File: src/pkg/serial_link_map.svh
// Register offsets, field positions, reset values and fixed values of the link register bank
`ifndef SERIAL_LINK_MAP_SVH
`define SERIAL_LINK_MAP_SVH
`define SL_ADDR_W 13
`define SL_ADDR_PRBS 13'h80b
`define SL_ADDR_DEVID 13'h820
`define SL_ADDR_BANK 13'h821
`define SL_ADDR_SCR_L 13'h822
`define SL_ADDR_F 13'h823
`define SL_ADDR_K 13'h824
`define SL_ADDR_M 13'h825
`define SL_ADDR_CS_N 13'h826
`define SL_ADDR_NP 13'h827
`define SL_ADDR_S 13'h828
`define SL_ADDR_HD_CF 13'h829
`define SL_ADDR_LID0 13'h82c
`define SL_ADDR_LID1 13'h82d
`define SL_ADDR_CHK1 13'h84c
`define SL_ADDR_CHK0 13'h84d
`define SL_ADDR_LANE0 13'h870
`define SL_ADDR_LANE1 13'h871
`define SL_ADDR_CONV0 13'h890
`define SL_ADDR_CONV1 13'h891
`define SL_BIT_SCR 7
`define SL_BIT_HD 7
`define SL_BIT_CS 6
`define SL_BIT_SCR_SRC 6
`define SL_BIT_INVERT 2
`define SL_BIT_NEG_EDGE 1
`define SL_BIT_PD 0
`define SL_RST_BANK 4'ha
`define SL_RST_LID0 5'h1b
`define SL_RST_LID1 5'h1c
`define SL_RST_DEVID 8'h5a
`define SL_CONST_SAMPLE 15'h66ea
`define SL_LFSR_SEED 31'h7fffffff
`define SL_MASK_PRBS7 31'h0000007f
`define SL_MASK_PRBS23 31'h007fffff
`define SL_MASK_PRBS31 31'h7fffffff
`endif

File: src/pkg/serial_link_pkg.sv
// Types shared by the link register bank and its users
package serial_link_pkg;
  typedef enum logic [1:0] {
    LANE_NORMAL = 2'b00,
    LANE_CONST = 2'b01,
    LANE_TOGGLE = 2'b10,
    LANE_PRBS = 2'b11
  } lane_mode_t;
  typedef enum logic [1:0] {
    CONV_LIVE = 2'b00,
    CONV_UNUSED = 2'b01,
    CONV_CONST = 2'b10,
    CONV_PRBS = 2'b11
  } conv_mode_t;
  typedef struct packed {
    logic scr_src;
    lane_mode_t mode;
    logic lane_invert;
    logic neg_edge;
    logic lane_powerdown;
  } lane_ctrl_t;
  typedef struct packed {
    conv_mode_t mode;
    logic converter_powerdown;
  } conv_ctrl_t;
  typedef struct packed {
    logic overrange_flag;
    logic [13:0] data;
  } sample_t;
  typedef struct packed {
    logic [3:0] bank_id;
    logic scr_en;
    logic lanes_m1;
    logic [2:0] octets_m1;
    logic [4:0] frames_m1;
    logic convs_m1;
    logic ctrl_bits_m1;
    logic [3:0] resolution;
    logic [4:0] total_bits_m1;
    logic samples;
    logic high_density;
    logic [1:0] ctrl_words;
  } link_params_t;
endpackage : serial_link_pkg

File: src/design/serial_link_param_and_test_ctrl.sv
// Link parameter registers, lane checksums and lane/converter test source selection
`timescale 1ns/100ps
`include "serial_link_map.svh"

module serial_link_param_and_test_ctrl #(
  // Link identifier folded into the checksum; value is arbitrary
  parameter logic [7:0] LINK_ID = `SL_RST_DEVID
) (
  // Clock and reset
  input wire logic clk_i,
  input wire logic reset_i,
  // Register port from the serial control interface
  input wire logic [`SL_ADDR_W-1:0] reg_addr_i,
  input wire logic reg_wr_i,
  input wire logic [7:0] reg_wdata_i,
  input wire logic reg_rd_i,
  output logic [7:0] reg_rdata_o,
  // Datapath sources
  input wire logic [1:0][7:0] frame_data_i,
  input wire logic [1:0][9:0] encoder_data_i,
  input wire serial_link_pkg::sample_t [1:0] sample_i,
  // Lane side results
  output logic [1:0][7:0] scr_data_o,
  output logic [1:0][9:0] lane_data_o,
  output logic [1:0] lane_neg_edge_o,
  output logic [1:0] lane_powerdown_o,
  // Converter side results
  output serial_link_pkg::sample_t [1:0] conv_data_o,
  output logic [1:0] converter_powerdown_o,
  // Link parameters for the framer
  output serial_link_pkg::link_params_t link_params_o,
  output logic scr_en_o
);

  // Parameter registers, one struct for the whole link
  serial_link_pkg::link_params_t params_reg;
  // Lane identifiers
  logic [4:0] lane_id_reg [2];
  // Checksums, index 0 is the first lane
  logic [7:0] checksum_reg [2];
  // Per-lane and per-converter control
  serial_link_pkg::lane_ctrl_t lane_reg [2];
  serial_link_pkg::conv_ctrl_t conv_reg [2];
  // Pseudo_random_select and generator state
  logic [1:0] pseudo_random_select;
  logic [30:0] lfsr_reg;
  logic [30:0] lfsr_next;
  // Shared toggle for toggle mode
  logic toggle_reg;
  // Read data holding register
  logic [7:0] rdata_reg;
  logic [7:0] rdata_next;

  // Write decode, one strobe per register
  wire logic wr_prbs = reg_wr_i && (reg_addr_i == `SL_ADDR_PRBS);
  wire logic wr_bank = reg_wr_i && (reg_addr_i == `SL_ADDR_BANK);
  wire logic wr_scr_l = reg_wr_i && (reg_addr_i == `SL_ADDR_SCR_L);
  wire logic wr_f = reg_wr_i && (reg_addr_i == `SL_ADDR_F);
  wire logic wr_k = reg_wr_i && (reg_addr_i == `SL_ADDR_K);
  wire logic wr_m = reg_wr_i && (reg_addr_i == `SL_ADDR_M);
  wire logic wr_cs_n = reg_wr_i && (reg_addr_i == `SL_ADDR_CS_N);
  wire logic wr_np = reg_wr_i && (reg_addr_i == `SL_ADDR_NP);
  wire logic wr_s = reg_wr_i && (reg_addr_i == `SL_ADDR_S);
  wire logic wr_hd_cf = reg_wr_i && (reg_addr_i == `SL_ADDR_HD_CF);
  wire logic [1:0] wr_lid;
  wire logic [1:0] wr_lane;
  wire logic [1:0] wr_conv;
  assign wr_lid[0] = reg_wr_i && (reg_addr_i == `SL_ADDR_LID0);
  assign wr_lid[1] = reg_wr_i && (reg_addr_i == `SL_ADDR_LID1);
  assign wr_lane[0] = reg_wr_i && (reg_addr_i == `SL_ADDR_LANE0);
  assign wr_lane[1] = reg_wr_i && (reg_addr_i == `SL_ADDR_LANE1);
  assign wr_conv[0] = reg_wr_i && (reg_addr_i == `SL_ADDR_CONV0);
  assign wr_conv[1] = reg_wr_i && (reg_addr_i == `SL_ADDR_CONV1);

  // Bank id, only the low nibble is stored
  always_ff @(posedge clk_i) begin
    if (reset_i) begin
      params_reg.bank_id <= `SL_RST_BANK;
    end else if (wr_bank) begin
      params_reg.bank_id <= reg_wdata_i[3:0];
    end
  end

  // Scrambling enable and lane count share a register
  always_ff @(posedge clk_i) begin
    if (reset_i) begin
      params_reg.scr_en <= 1'b0;
      params_reg.lanes_m1 <= 1'b0;
    end else if (wr_scr_l) begin
      params_reg.scr_en <= reg_wdata_i[`SL_BIT_SCR];
      params_reg.lanes_m1 <= reg_wdata_i[0];
    end
  end

  // Octets per frame
  always_ff @(posedge clk_i) begin
    if (reset_i) begin
      params_reg.octets_m1 <= 3'h0;
    end else if (wr_f) begin
      params_reg.octets_m1 <= reg_wdata_i[2:0];
    end
  end

  // Frames per multiframe
  always_ff @(posedge clk_i) begin
    if (reset_i) begin
      params_reg.frames_m1 <= 5'h00;
    end else if (wr_k) begin
      params_reg.frames_m1 <= reg_wdata_i[4:0];
    end
  end

  // Converter count
  always_ff @(posedge clk_i) begin
    if (reset_i) begin
      params_reg.convs_m1 <= 1'b0;
    end else if (wr_m) begin
      params_reg.convs_m1 <= reg_wdata_i[0];
    end
  end

  // Control bits per sample and resolution share a register
  always_ff @(posedge clk_i) begin
    if (reset_i) begin
      params_reg.ctrl_bits_m1 <= 1'b0;
      params_reg.resolution <= 4'h0;
    end else if (wr_cs_n) begin
      params_reg.ctrl_bits_m1 <= reg_wdata_i[`SL_BIT_CS];
      params_reg.resolution <= reg_wdata_i[3:0];
    end
  end

  // Total bits per sample
  always_ff @(posedge clk_i) begin
    if (reset_i) begin
      params_reg.total_bits_m1 <= 5'h00;
    end else if (wr_np) begin
      params_reg.total_bits_m1 <= reg_wdata_i[4:0];
    end
  end

  // Samples per converter per frame
  always_ff @(posedge clk_i) begin
    if (reset_i) begin
      params_reg.samples <= 1'b0;
    end else if (wr_s) begin
      params_reg.samples <= reg_wdata_i[0];
    end
  end

  // High density flag and control words
  always_ff @(posedge clk_i) begin
    if (reset_i) begin
      params_reg.high_density <= 1'b0;
      params_reg.ctrl_words <= 2'h0;
    end else if (wr_hd_cf) begin
      params_reg.high_density <= reg_wdata_i[`SL_BIT_HD];
      params_reg.ctrl_words <= reg_wdata_i[1:0];
    end
  end

  // Pseudo_random_select selector
  always_ff @(posedge clk_i) begin
    if (reset_i) begin
      pseudo_random_select <= 2'h0;
    end else if (wr_prbs) begin
      pseudo_random_select <= reg_wdata_i[1:0];
    end
  end

  // Checksum part common to both lanes; each field counts at its own value
  wire logic [7:0] common_sum = LINK_ID
    + 8'(params_reg.bank_id)
    + 8'(params_reg.scr_en)
    + 8'(params_reg.lanes_m1)
    + 8'(params_reg.octets_m1)
    + 8'(params_reg.frames_m1)
    + 8'(params_reg.convs_m1)
    + 8'(params_reg.resolution)
    + 8'(params_reg.ctrl_bits_m1)
    + 8'(params_reg.total_bits_m1)
    + 8'(params_reg.samples)
    + 8'(params_reg.high_density)
    + 8'(params_reg.ctrl_words);

  // Reset values of the lane identifiers
  wire logic [4:0] lid_rst [2] = '{`SL_RST_LID0, `SL_RST_LID1};

  // PRBS taps by type; codes 00 and 01 both give the short sequence
  logic fb_raw;
  always_comb begin
    case (pseudo_random_select)
      2'b10: fb_raw = lfsr_reg[22] ^ lfsr_reg[17];
      2'b11: fb_raw = lfsr_reg[30] ^ lfsr_reg[27];
      default: fb_raw = lfsr_reg[6] ^ lfsr_reg[5];
    endcase
  end

  // Active length of the generator; a type change could leave it all zero
  wire logic [30:0] prbs_mask = (pseudo_random_select == 2'b10) ? `SL_MASK_PRBS23 :
    (pseudo_random_select == 2'b11) ? `SL_MASK_PRBS31 : `SL_MASK_PRBS7;
  wire logic lfsr_zero = ((lfsr_reg & prbs_mask) == 31'h00000000);
  assign lfsr_next = {lfsr_reg[29:0], fb_raw | lfsr_zero};

  // Generator and toggle run every cycle
  always_ff @(posedge clk_i) begin
    if (reset_i) begin
      lfsr_reg <= `SL_LFSR_SEED;
      toggle_reg <= 1'b0;
    end else begin
      lfsr_reg <= lfsr_next;
      toggle_reg <= ~toggle_reg;
    end
  end

  // Per-lane logic
  for (genvar i = 0; i < 2; i++) begin : g_lane
    logic [9:0] mode_word;
    logic [9:0] lane_next;
    logic [7:0] scr_next;

    // Lane identifier
    always_ff @(posedge clk_i) begin
      if (reset_i) begin
        lane_id_reg[i] <= lid_rst[i];
      end else if (wr_lid[i]) begin
        lane_id_reg[i] <= reg_wdata_i[4:0];
      end
    end

    // Checksum is recomputed every cycle, so it trails a write by one edge
    always_ff @(posedge clk_i) begin
      if (reset_i) begin
        checksum_reg[i] <= 8'h00;
      end else begin
        checksum_reg[i] <= common_sum + 8'(lane_id_reg[i]);
      end
    end

    // Lane control register
    always_ff @(posedge clk_i) begin
      if (reset_i) begin
        lane_reg[i] <= '0;
      end else if (wr_lane[i]) begin
        lane_reg[i] <= {reg_wdata_i[6:4], reg_wdata_i[2:0]};
      end
    end

    // Scrambler source
    assign scr_next = lane_reg[i].scr_src ? lfsr_reg[7:0] : frame_data_i[i];

    // Lane output source
    always_comb begin
      case (lane_reg[i].mode)
        serial_link_pkg::LANE_NORMAL: mode_word = encoder_data_i[i];
        serial_link_pkg::LANE_CONST: mode_word = 10'h000;
        serial_link_pkg::LANE_TOGGLE: mode_word = {9'h000, toggle_reg};
        serial_link_pkg::LANE_PRBS: mode_word = lfsr_reg[9:0];
        default: mode_word = 10'h000;
      endcase
    end

    // Polarity, then a quiet lane while powered down
    assign lane_next = lane_reg[i].lane_powerdown ? 10'h000 :
      (lane_reg[i].lane_invert ? ~mode_word : mode_word);

    // Registered lane outputs
    always_ff @(posedge clk_i) begin
      if (reset_i) begin
        scr_data_o[i] <= 8'h00;
        lane_data_o[i] <= 10'h000;
      end else begin
        scr_data_o[i] <= scr_next;
        lane_data_o[i] <= lane_next;
      end
    end

    // Edge and power-down flags come straight from the control flops
    assign lane_neg_edge_o[i] = lane_reg[i].neg_edge;
    assign lane_powerdown_o[i] = lane_reg[i].lane_powerdown;
  end

  // Per-converter logic
  for (genvar j = 0; j < 2; j++) begin : g_conv
    serial_link_pkg::sample_t conv_next;

    // Converter control register
    always_ff @(posedge clk_i) begin
      if (reset_i) begin
        conv_reg[j] <= '0;
      end else if (wr_conv[j]) begin
        conv_reg[j] <= {reg_wdata_i[5:4], reg_wdata_i[`SL_BIT_PD]};
      end
    end

    // Feed selection; the unused code gives zero rather than stale data
    always_comb begin
      case (conv_reg[j].mode)
        serial_link_pkg::CONV_LIVE: conv_next = sample_i[j];
        serial_link_pkg::CONV_CONST: conv_next = `SL_CONST_SAMPLE;
        serial_link_pkg::CONV_PRBS: conv_next = lfsr_reg[14:0];
        default: conv_next = 15'h0000;
      endcase
    end

    // Powered-down converter feeds zeros
    always_ff @(posedge clk_i) begin
      if (reset_i) begin
        conv_data_o[j] <= 15'h0000;
      end else begin
        conv_data_o[j] <= conv_reg[j].converter_powerdown ? 15'h0000 : conv_next;
      end
    end

    assign converter_powerdown_o[j] = conv_reg[j].converter_powerdown;
  end

  // Read mux; unused bits and unmapped offsets read zero
  always_comb begin
    case (reg_addr_i)
      `SL_ADDR_PRBS: rdata_next = {6'h00, pseudo_random_select};
      `SL_ADDR_DEVID: rdata_next = LINK_ID;
      `SL_ADDR_BANK: rdata_next = {4'h0, params_reg.bank_id};
      `SL_ADDR_SCR_L: rdata_next = {params_reg.scr_en, 6'h00, params_reg.lanes_m1};
      `SL_ADDR_F: rdata_next = {5'h00, params_reg.octets_m1};
      `SL_ADDR_K: rdata_next = {3'h0, params_reg.frames_m1};
      `SL_ADDR_M: rdata_next = {7'h00, params_reg.convs_m1};
      `SL_ADDR_CS_N: rdata_next = {1'b0, params_reg.ctrl_bits_m1, 2'h0,
        params_reg.resolution};
      `SL_ADDR_NP: rdata_next = {3'h0, params_reg.total_bits_m1};
      `SL_ADDR_S: rdata_next = {7'h00, params_reg.samples};
      `SL_ADDR_HD_CF: rdata_next = {params_reg.high_density, 5'h00,
        params_reg.ctrl_words};
      `SL_ADDR_LID0: rdata_next = {3'h0, lane_id_reg[0]};
      `SL_ADDR_LID1: rdata_next = {3'h0, lane_id_reg[1]};
      `SL_ADDR_CHK0: rdata_next = checksum_reg[0];
      `SL_ADDR_CHK1: rdata_next = checksum_reg[1];
      `SL_ADDR_LANE0: rdata_next = {1'b0, lane_reg[0][5:3], 1'b0, lane_reg[0][2:0]};
      `SL_ADDR_LANE1: rdata_next = {1'b0, lane_reg[1][5:3], 1'b0, lane_reg[1][2:0]};
      `SL_ADDR_CONV0: rdata_next = {2'h0, conv_reg[0][2:1], 3'h0, conv_reg[0][0]};
      `SL_ADDR_CONV1: rdata_next = {2'h0, conv_reg[1][2:1], 3'h0, conv_reg[1][0]};
      default: rdata_next = 8'h00;
    endcase
  end

  // Read data is captured on the read strobe and held until the next one
  always_ff @(posedge clk_i) begin
    if (reset_i) begin
      rdata_reg <= 8'h00;
    end else if (reg_rd_i) begin
      rdata_reg <= rdata_next;
    end
  end

  // Register-sourced outputs
  assign reg_rdata_o = rdata_reg;
  assign link_params_o = params_reg;
  assign scr_en_o = params_reg.scr_en;

endmodule : serial_link_param_and_test_ctrl

File: config.mk
export PLATFORM = sky130hd
export DESIGN_NAME = serial_link_param_and_test_ctrl
export DESIGN_NICKNAME = d
export VERILOG_FILES = /design/src/pkg/serial_link_pkg.sv /design/src/design/serial_link_param_and_test_ctrl.sv
export VERILOG_INCLUDE_DIRS = /design/src /design/src/pkg
export SDC_FILE = /design/constraint.sdc
export NUM_CORES = 1
export LEC_CHECK = 0
export BUFFER_PORTS_ARGS = -buffer_cell sky130_fd_sc_hd__buf_4
export CAP_MARGIN = 20
export CORE_AREA = 4 4 133 135
export DETAILED_ROUTE_END_ITERATION = 10
export DIE_AREA = 0 0 137 139
export PLACE_DENSITY = 0.78
export RECOVER_POWER = 100
export SYNTH_ARGS = -nofsm -noshare
export SYNTH_HDL_FRONTEND = slang
export SYNTH_SLANG_ARGS = --single-unit
export TNS_END_PERCENT = 100
File: constraint.sdc
create_clock -name clk_i -period 13.8 [get_ports clk_i]
set_input_delay 2.76 -clock clk_i [delete_from_list [all_inputs] [get_ports clk_i]]
set_output_delay 2.76 -clock clk_i [all_outputs]
set_load 0.05 [all_outputs]
======== Yosys cells after proc, flatten, opt, wreduce, memory -nomap -nowiden ========
Memory sizes are Yosys's and may differ from the RTL's.
Index checks and enable logic that the tools add are counted.
word-level totals
  register bits after elaboration ......... 137
  RAM bits ................................ 44
  memories ................................ 4
  word-level logic and storage cells ...... 155
memories
  memory        depth  bits a word  read ports  clocked after Yosys merged registers in  wr ports  line                                   RTL
  checksum_reg  2      8            2           0                                        2         serial_link_param_and_test_ctrl.sv:40  logic [7:0] checksum_reg [2];
  lane_reg      2      6            2           0                                        2         serial_link_param_and_test_ctrl.sv:42  serial_link_pkg::lane_ctrl_t lane_reg [2];
  lane_id_reg   2      5            2           0                                        2         serial_link_param_and_test_ctrl.sv:38  logic [4:0] lane_id_reg [2];
  conv_reg      2      3            2           0                                        2         serial_link_param_and_test_ctrl.sv:43  serial_link_pkg::conv_ctrl_t conv_reg [2];
cells by class
  bitwise gates (word level) .............. 16
  muxes and demuxes ....................... 41
  equality and inequality tests ........... 31
  reduce and logical (&&, ||, !) cells .... 25
  add/sub/neg operators ................... 14
operators with widths
  cell                                                                      number
  13-bit by 12-bit equality test with 1-bit output (second input constant)  19
  8-bit one-hot mux with 19 select lines                                    1
  15-bit one-hot mux with 3 select lines                                    2
  10-bit one-hot mux with 4 select lines                                    2
  31-bit two-way mux                                                        2
  8-bit by 1-bit adder with 8-bit output                                    6
  8-bit by 5-bit adder with 8-bit output                                    4
  8-bit two-way mux                                                         4
  31-bit bitwise AND                                                        1
  31-bit logical NOT                                                        1
  1-bit two-way mux                                                         21
  2-bit equality test (second input constant)                               10
  10-bit two-way mux                                                        2
  10-bit NOT                                                                2
  1-bit logical AND                                                         16
  6-bit two-way mux                                                         2
  5-bit two-way mux                                                         2
  1-bit OR                                                                  9
  7-bit by 4-bit adder with 8-bit output (first input constant)             1
  8-bit by 2-bit adder with 8-bit output                                    1
  8-bit by 3-bit adder with 8-bit output                                    1
  8-bit by 4-bit adder with 8-bit output                                    1
  2-bit logical NOT                                                         4
  2-bit OR reduction                                                        4
  5 further kinds                                                           9

======== Longest topological paths before layout ========
Gate-level depths: netlist (run 1).
  depth after elaboration ................. 14
  mapped depth ............................ 19
  gate-level depth less buffers ........... 19

======== Least setup slack after synthesis (run 1) ========
Ideal clock, no wire load.
  path type ............................... reg-to-reg
  start point ............................. reg params_reg, in the netlist link_params_o[15]
  end point ............................... mem checksum_reg[0][7]
  path buffers ............................ 0
  stages on the path, launching flop included .. 18
  data arrival time ....................... 4.653 ns
  data required time ...................... 13.672 ns
  setup slack ............................. 9.020 ns
  library setup time ...................... 0.128 ns
  path through ............................ dfxtp_1 fa_1 inv_1 fa_1 fa_1 fa_1 inv_1 ha_1 fa_1 a21o_1 a21oi_1 xnor2_1 ha_1 nand2_1 o21ai_0 nand3b_1 xor2_1 nor2_1
RTL lines
  element          line                                   RTL
  start, declared  serial_link_param_and_test_ctrl.sv:36  serial_link_pkg::link_params_t params_reg;
  end, declared    serial_link_param_and_test_ctrl.sv:40

======== Worst setup path after layout (run 1) ========
  start point ............................. in reset_i
  end point ............................... reg conv_data_o[26] in the netlist's numbering
on the way
  longest elaborated chain between the ends .. 1
ends and longest elaborated chain
  element                        line                                    RTL
  start, declared                serial_link_param_and_test_ctrl.sv:11   input wire logic reset_i,
  2-bit OR reduction (no line)   -
  end signal, assigned by index  serial_link_param_and_test_ctrl.sv:311  conv_data_o[j] <= conv_reg[j].converter_powerdown ? 15'h0000 : conv_next;
  end, declared                  serial_link_param_and_test_ctrl.sv:28   output serial_link_pkg::sample_t [1:0] conv_data_o,
Every way passes these cells.
A chain may end at the register's enable or synchronous reset.

==> results of run 1 <==
## worst max-delay path: cells and delay by family
family                 cells  cell delay [ps]
AND/OR/NAND/NOR            2              940
buffers and inverters      2             3090
## worst min-delay path by stage
stage                                       start                      end
after global routing      lfsr_reg[18]$_SDFF_PP1_  lfsr_reg[19]$_SDFF_PP1_
after detailed placement  lfsr_reg[25]$_SDFF_PP1_  lfsr_reg[26]$_SDFF_PP1_
final                     lfsr_reg[18]$_SDFF_PP1_  lfsr_reg[19]$_SDFF_PP1_
after CTS                 lfsr_reg[18]$_SDFF_PP1_  lfsr_reg[19]$_SDFF_PP1_
after floorplan             toggle_reg$_SDFF_PP0_    toggle_reg$_SDFF_PP0_
after global placement    lfsr_reg[18]$_SDFF_PP1_  lfsr_reg[19]$_SDFF_PP1_
## through the flow
step	util	instance area, µm²	power, mW
6_report	0.636	10500	1.20
5_1_grt	0.636	10500	1.23
4_1_cts	0.667	11000	1.21
3_5_place_dp	0.631	10400	0.730
3_3_place_gp	0.631	10400	0.729
2_1_floorplan	-	8890	0.671
## per-layer routing
layer | wire length (µm) | global-route usage | share of wire
met3 | 2920 | 0.0679 | 0.11
met5 | 0 | 0 | 0
met1 | 10200 | 0.340 | 0.38
met4 | 986 | 0.108 | 0.037
met2 | 12800 | 0.463 | 0.48
## layout by cell type, fill, tap and decap left out, drive strengths merged, types with 8 or more instances in the layout
cell    synthesis  final
mux2i          37     37
ha             28     28
and3           16     16
a21oi          47     47
clkbuf         43    133
nor4           16     16
nand3          43     43
edfxtp         28     28
a22oi          34     34
xor2           29     29
fa             19     19
o21ai          33     33
nand2b         10     10
xnor2          11     11
nor2b           9      9
nand2          76     76
nor2           92     92
nor3            8      8
buf            23     87
nand4           9      9
dfxtp         153    153
inv            48     59
or2            36     36
and2           16     16
## cell families after synthesis
kind of cell | count (synthesis) | share of synthesized area
simple gates | 355 | 0.212
flops | 181 | 0.439
compound gates | 170 | 0.128
buf+inv | 114 | 0.0532
fa+ha+maj | 48 | 0.0833
xor+xnor | 40 | 0.0394
mux | 40 | 0.0455
## where the power goes
part / total, mW / switching (mW) / internal (mW)
clock: 0.487 / 0.238 / 0.249
combinational: 0.139 / 0.0959 / 0.0436
sequential: 0.569 / 0.0156 / 0.553
total: 1.20 / 0.349 / 0.846
## area by class of cell
type                       count  area, µm²
fill                        1470       5990
multi-input combinational    653       4440
sequential                   181       3900
timing repair buffer         202       1090
clock buffer                  18        439
tap                          220        275
inverter                      48        180
clock inverter                14        149
==> key figures, run 1 <==
Setup path
  • Critical Path Max Stage Delay: 2970 ps
  • Crit path top cell by count: clkbuf_1
  • Worst setup path startpoint: reset_i
  • WP data arrival: 6790 ps
  • Critical path, cell by cell: clkbuf_1, clkbuf_1, or2_0, nor2_1
  • CP Max Fanout: 104
  • WP data required: 14090 ps
  • Worst r2r path cells: 17
  • Crit path launch type: input port
  • Crit Reg-Reg Endpoint: checksum_reg[0][7]$_SDFF_PP0_
  • Worst Setup End Kind: flip-flop
  • Crit path kind: input port to flip-flop
  • RR Startpoint: link_params_o[15]$_SDFFE_PP0P_
  • End point of the critical path: conv_data_o[26]$_SDFF_PP0_
  • CP max stage cell: clkbuf_1
  • Reg-to-reg setup timing slack: 8720 ps

Placed design
  • # port buffers: 200
  • Gpl congestion: 0.896
  • Pre-CTS setup slack: 8480 ps
  • Hpwl dp: 20200 µm
  • Placed Cells: 1304

Logic synthesis
  • Unique masters post-synth: 74
  • Sequential-to-total area share from yosys stat: 0.439
  • Post-synth top cells: dfxtp_1, nor2_1, nand2_1, a21oi_1, inv_1
  • Ys flop type: dfxtp_1
  • Dominant cell type by area after synthesis: dfxtp_1
  • #FFs+latches synth: 181
  • Post-synth EDFFs: 28
  • Syn_nets: 1086
  • Synth warn: 0
  • Async S/R FF share, synth: 0
  • Mapped Cells: 948
  • Share of the synthesized area in the top cell type: 0.344
  • Area contributors post-synth: dfxtp_1, edfxtp_1, fa_1
  • Syn Std Cell Area: 8890 µm²
  • Top-count cell post-synth: dfxtp_1
  • Syn_area_per_cell: 9.38 µm²

Floorplanning
  • Die height: 139 µm
  • # IOs: 201
  • Chip Width: 137 µm
  • DIE AREA: 19000 µm²
  • CORE AREA: 16500 µm²
  • Initial Util: 0.540
  • # rows: 47

CTS
  • Clk slew on worst S/H paths: 70 ps
  • CTS buffer count: 17
  • Post-CTS resize count: 0
  • Clock latency on the worst-skew pair: 440 ps
  • CTS Buffer Depth: 2
  • CTS hold repair buffers: 0
  • CTS sink cnt: 181
  • Post-CTS setup buffer count: 0
  • Clock H-tree levels: 4
  • CTS tree: yes
  • Root Driver: clkbuf_16

Detailed routing
  • First-iteration detailed-routing DRC count: 811
  • Drt wl/cell: 20.1 µm
  • Post-DRT Antenna Nets: 0
  • Vias: 7699
  • Vias per cell: 5.76
  • Drt first pass iters: 6
  • Total routed wirelength: 26900 µm
  • Drt drc: 0

Timing
  • Least-Margin Pin Slew: 4190 ps
  • Hold_ws: 440 ps
  • Slew Limit Fails: 105
  • Setup_tns: 0 ps
  • Final setup violation count: 0
  • Fmax: 154 MHz
  • RSZ-0062 raised after global routing: false
  • Slew margin rel.: -1.79
  • Hold Vio Cnt, Final: 0
  • Worst clock skew: 12.1 ps
  • Setup WS post-layout: 7300 ps
  • Minimum clock period: 6500 ps
  • Final Cycle Share: 0.471

Power and ir drop
  • Leakage: 4.26 nW
  • Max IR drop VDD: 88.1 µV
  • Cell Pwr Density: 114 nW/µm²

Finish
  • Max FFs per register: 31
  • Nets@finish: 1241
  • Layout Cells excl Fill: 1336
  • Share of cells above drive strength 1: 0.146
  • Area Overhead vs Synth: 17.9%
  • Ant diodes: 0

Global routing
  • Total grt overflow: 0
  • Initial antenna violation count: 0
  • Largest net degree at the start of global routing: 105
  • Global-route wire length before repair: 40500 µm
  • Vias in the first global route: 7365
  • GRT Util Overall: 0.276

Outcome
  • Status: finished, violations left
  • Failing checks: max-capacitance violations, max-slew violations

Min path
  • Worst Hold Class: flip-flop to flip-flop
  • Hold-critical path depth: 1

Run
  • Maxcap violations: 1
(Power assumes the default switching activity.)
==> inputs of run 2 (changes only) <==
--- a/config.mk
+++ b/config.mk
@@ -6,12 +6,13 @@
 export SDC_FILE = /design/constraint.sdc
 export NUM_CORES = 1
 export LEC_CHECK = 0
+export ABC_AREA = 1
 export BUFFER_PORTS_ARGS = -buffer_cell sky130_fd_sc_hd__buf_4
 export CAP_MARGIN = 20
-export CORE_AREA = 4 4 133 135
+export CORE_AREA = 4 4 139 141
 export DETAILED_ROUTE_END_ITERATION = 10
-export DIE_AREA = 0 0 137 139
-export PLACE_DENSITY = 0.78
+export DIE_AREA = 0 0 143 145
+export PLACE_DENSITY = 0.74
 export RECOVER_POWER = 100
 export SYNTH_ARGS = -nofsm -noshare
 export SYNTH_HDL_FRONTEND = slang
==> constraint.sdc (replaced) <==
create_clock -name clk_i -period 5.61 [get_ports clk_i]
set_input_delay 1.122 -clock clk_i [delete_from_list [all_inputs] [get_ports clk_i]]
set_output_delay 1.122 -clock clk_i [all_outputs]
set_load 0.05 [all_outputs]
==> run 2 against run 1 <==
The run still ends with max-capacitance violations, max-slew violations left. Via count grew 7.8%. Final cell count up 12%. Combinational power rose by 130%. Critical path depth rose by 1. Clock power rose to 2.5 times the previous value. Routed wire length is 0.18% higher. Global-route usage is 2.6 points lower. Sequential share of layout area decreased by 0.13 points. Setup slack got worse by 6500 ps. Synthesized cell count is 15% higher. Hold slack got worse by 18 ps. Largest cell class unchanged. Largest power group unchanged.
==> key figures, run 2 <==
Detailed routing
  • Vias per cell: 5.53 (was 5.76)
  • Post-DRT Antenna Nets: 0 (unchanged)
  • Drt wl/cell: 17.9 µm (was 20.1 µm)
  • First-iteration detailed-routing DRC count: 654 (was 811)
  • Drt drc: 0 (unchanged)
  • Drt first pass iters: 6 (unchanged)
  • Vias: 8297 (was 7699)
  • Total routed wirelength: 26900 µm (about the same)

Timing
  • Least-Margin Pin Slew: 2050 ps (was 4190 ps)
  • Setup_tns: 0 ps (unchanged)
  • Setup WS post-layout: 807 ps (was 7300 ps)
  • Worst clock skew: 12.8 ps (was 12.1 ps)
  • Minimum clock period: 4800 ps
  • Slew margin rel.: -0.366 (was -1.79)
  • Hold Vio Cnt, Final: 0 (unchanged)
  • Final Cycle Share: 0.856
  • RSZ-0062 raised after global routing: false (unchanged)
  • Fmax: 208 MHz
  • Slew Limit Fails: 42 (was 105)
  • Final setup violation count: 0 (unchanged)

Setup path
  • Critical Path Max Stage Delay: 1430 ps (was 2970 ps)
  • Crit path launch type: input port (unchanged)
  • Reg-to-reg setup timing slack: 890 ps (was 8720 ps)
  • Crit path kind: input port to flip-flop (unchanged)
  • Levels on crit path: 5 (was 4)
  • Worst r2r path cells: 20 (was 17)
  • Top delay family on crit path: buffers and inverters (unchanged)
  • Critical path, cell by cell: clkbuf_1, inv_1, clkbuf_2, nand3_1, nor2_1 (was clkbuf_1, clkbuf_1, or2_0, nor2_1)
  • Worst Setup End Kind: flip-flop (unchanged)
  • WP data required: 5800 ps (was 14090 ps)
  • CP Max Fanout: 45 (was 104)
  • WP data arrival: 4990 ps (was 6790 ps)
  • CP max stage cell: clkbuf_1 (unchanged)
  • Worst path buffer plus inverter count: 3 (was 2)
  • RR Startpoint: link_params_o[13]$_SDFFE_PP0P_ (was link_params_o[15]$_SDFFE_PP0P_)
  • Crit Reg-Reg Endpoint: checksum_reg[1][7]$_SDFF_PP0_ (was checksum_reg[0][7]$_SDFF_PP0_)

Logic synthesis
  • Post-synth top cells: dfxtp_1, nand2_1, inv_1, nand3_1, a21oi_1 (was dfxtp_1, nor2_1, nand2_1, a21oi_1, inv_1)
  • #FFs+latches synth: 181 (unchanged)
  • Synth warn: 0 (unchanged)
  • Share of the synthesized area in the top cell type: 0.349 (was 0.344)
  • Area contributors post-synth: dfxtp_1, edfxtp_1, nand3_1 (was dfxtp_1, edfxtp_1, fa_1)
  • Syn_nets: 1231 (was 1086)
  • Post-synth EDFFs: 28 (unchanged)
  • Syn_area_per_cell: 8.03 µm² (was 9.38 µm²)
  • Mapped Cells: 1093 (was 948)
  • Async S/R FF share, synth: 0 (unchanged)
  • Dominant cell type by area after synthesis: dfxtp_1 (unchanged)
  • Ys flop type: dfxtp_1 (unchanged)
  • Syn Std Cell Area: 8780 µm² (was 8890 µm²)
  • Unique masters post-synth: 39 (was 74)
  • Top-count cell post-synth: dfxtp_1 (unchanged)
  • Sequential-to-total area share from yosys stat: 0.445 (was 0.439)

CTS
  • Post-CTS setup buffer count: 0 (unchanged)
  • CTS buffer count: 17 (unchanged)
  • Clk slew on worst S/H paths: 80 ps (was 70 ps)
  • CTS Buffer Depth: 2 (unchanged)
  • CTS hold repair buffers: 0 (unchanged)
  • Post-CTS resize count: 0 (unchanged)
  • Clock H-tree levels: 4 (unchanged)
  • Root Driver: clkbuf_16 (unchanged)
  • CTS tree: yes (unchanged)
  • Clock latency on the worst-skew pair: 440 ps (about the same)
  • CTS sink cnt: 181 (unchanged)

Global routing
  • Total grt overflow: 0 (unchanged)
  • Initial antenna violation count: 0 (unchanged)
  • Vias in the first global route: 7562 (was 7365)
  • GRT Util Overall: 0.250 (was 0.276)
  • Largest net degree at the start of global routing: 46 (was 105)
  • Global-route wire length before repair: 40800 µm (was 40500 µm)

Power and ir drop
  • P_sw: 888 µW (was 349 µW)
  • Cell Pwr Density: 281 nW/µm² (was 114 nW/µm²)
  • Combinational Power Share: 0.109 (was 0.117)
  • Clk pwr share: 0.419 (was 0.407)
  • Max IR drop VDD: 235 µV (was 88.1 µV)
  • Sw Share: 0.300 (was 0.292)
  • Sequential power share: 0.472 (was 0.476)
  • Cell Int Power: 2.07 mW (was 846 µW)
  • Leakage: 4.61 nW (was 4.26 nW)

Min path
  • HP Start: lfsr_reg[29]$_SDFF_PP1_ (was lfsr_reg[18]$_SDFF_PP1_)
  • Hold worst-path end: lfsr_reg[30]$_SDFF_PP1_ (was lfsr_reg[19]$_SDFF_PP1_)
  • Worst Hold Class: flip-flop to flip-flop (unchanged)
  • Hold-critical path depth: 2 (was 1)

Outcome
  • Failing checks: max-capacitance violations, max-slew violations (unchanged)
  • Status: finished, violations left (unchanged)

Finish
  • Ant diodes: 0 (unchanged)
  • Commonest cells after routing, fill and taps aside: dfxtp_1, nand2_1, inv_1, clkbuf_1, nand3_1 (was dfxtp_1, clkbuf_1, nor2_1, buf_4, nand2_1)
  • Area Overhead vs Synth: 19.8% (was 17.9%)
  • Max FFs per register: 31 (unchanged)
  • Filler cell count: 1698 (was 1470)
  • Flip-flop and latch area: 3900 µm² (unchanged)
  • Nets@finish: 1397 (was 1241)
  • Finished Core Util: 0.585 (was 0.636)
  • Commonest non-fill, non-tap cell in the layout: dfxtp_1 (unchanged)
  • Share of cells above drive strength 1: 0.130 (was 0.146)
  • Multi-input logic area: 4080 µm² (was 4440 µm²)

Floorplanning
  • Initial Util: 0.489 (was 0.540)
  • DIE AREA: 20700 µm² (was 19000 µm²)
  • # rows: 49 (was 47)
  • # IOs: 201 (unchanged)
  • Chip Width: 143 µm (was 137 µm)
  • Die height: 145 µm (was 139 µm)
  • CORE AREA: 18000 µm² (was 16500 µm²)

Placed design
  • # port buffers: 200 (unchanged)
  • Hpwl dp: 20600 µm (was 20200 µm)
  • Pre-CTS setup slack: 981 ps (was 8480 ps)
  • Gpl congestion: 0.908 (was 0.896)

Run
  • Maxcap violations: 1 (unchanged)
[run 2: metal layers]
metal,vias to the layer above,share of wire,track usage,routed length [µm]
met5,-,0,0,0
met4,0,0.030,0.0970,803
met3,54,0.10,0.0625,2720
met2,439,0.47,0.406,12600
met1,3833,0.40,0.320,10800
li1,3971,-,-,-
[run 2: worst max-delay path by stage]
stage	start	endpoint
2_1_floorplan	link_params_o[15]$_SDFFE_PP0P_	checksum_reg[1][7]$_SDFF_PP0_
5_1_grt	reset_i	lane_reg[1][2]$_SDFFCE_PN0P_
4_1_cts	link_params_o[13]$_SDFFE_PP0P_	checksum_reg[1][7]$_SDFF_PP0_
3_3_place_gp	link_params_o[13]$_SDFFE_PP0P_	checksum_reg[0][7]$_SDFF_PP0_
3_5_place_dp	link_params_o[13]$_SDFFE_PP0P_	checksum_reg[1][7]$_SDFF_PP0_
6_report	reset_i	lane_reg[1][2]$_SDFFCE_PN0P_
[run 2: logic make-up (layout without fill, tap and decap cells)]
| logic type | count (synthesis) | in the layout | share of synthesized area |
|---|---|---|---|
| buffers and inverters | 195 | 374 | 0.0887 |
| xor gates and xnor gates | 6 | 6 | 0.00684 |
| and+or+nand+nor | 421 | 421 | 0.222 |
| DFF | 181 | 181 | 0.445 |
| AOI/OAI and AO/OA | 243 | 243 | 0.155 |
| adders and majority gates | 47 | 47 | 0.0833 |
[run 2: metrics by stage]
step	hold slack [ps]	cells	cell area, µm²	total power [mW]
global placement	400	1469	10300	1.77
CTS	421	1501	11000	2.99
detailed placement	401	1469	10300	1.77
floorplan	391	1093	8780	1.63
global route	447	1501	10500	3.05
finish	422	1501	10500	2.95
[run 2: worst min-delay path, cell delays in order, from the launching register on]
cell and delay (ps):
dfxtp_1 310, inv_1 40, nand2_1 40
[run 2: power by group through the flow]
stage / clock [mW] / combinational (mW) / sequential [mW]
after global routing: 1.30 / 0.347 / 1.40
final: 1.24 / 0.323 / 1.39
after CTS: 1.25 / 0.347 / 1.39
after global placement: 0 / 0.344 / 1.42
after detailed placement: 0 / 0.346 / 1.42
after floorplan: 0 / 0.134 / 1.49
[run 2: cell type report]
type | instances | share of cell area
clock buffers | 17 | 0.0405
clock inverters | 15 | 0.0183
inverters | 139 | 0.0496
multi-input cells | 717 | 0.388
flip-flops and latches | 181 | 0.371
well taps | 229 | 0.0272
repair buffers | 203 | 0.105
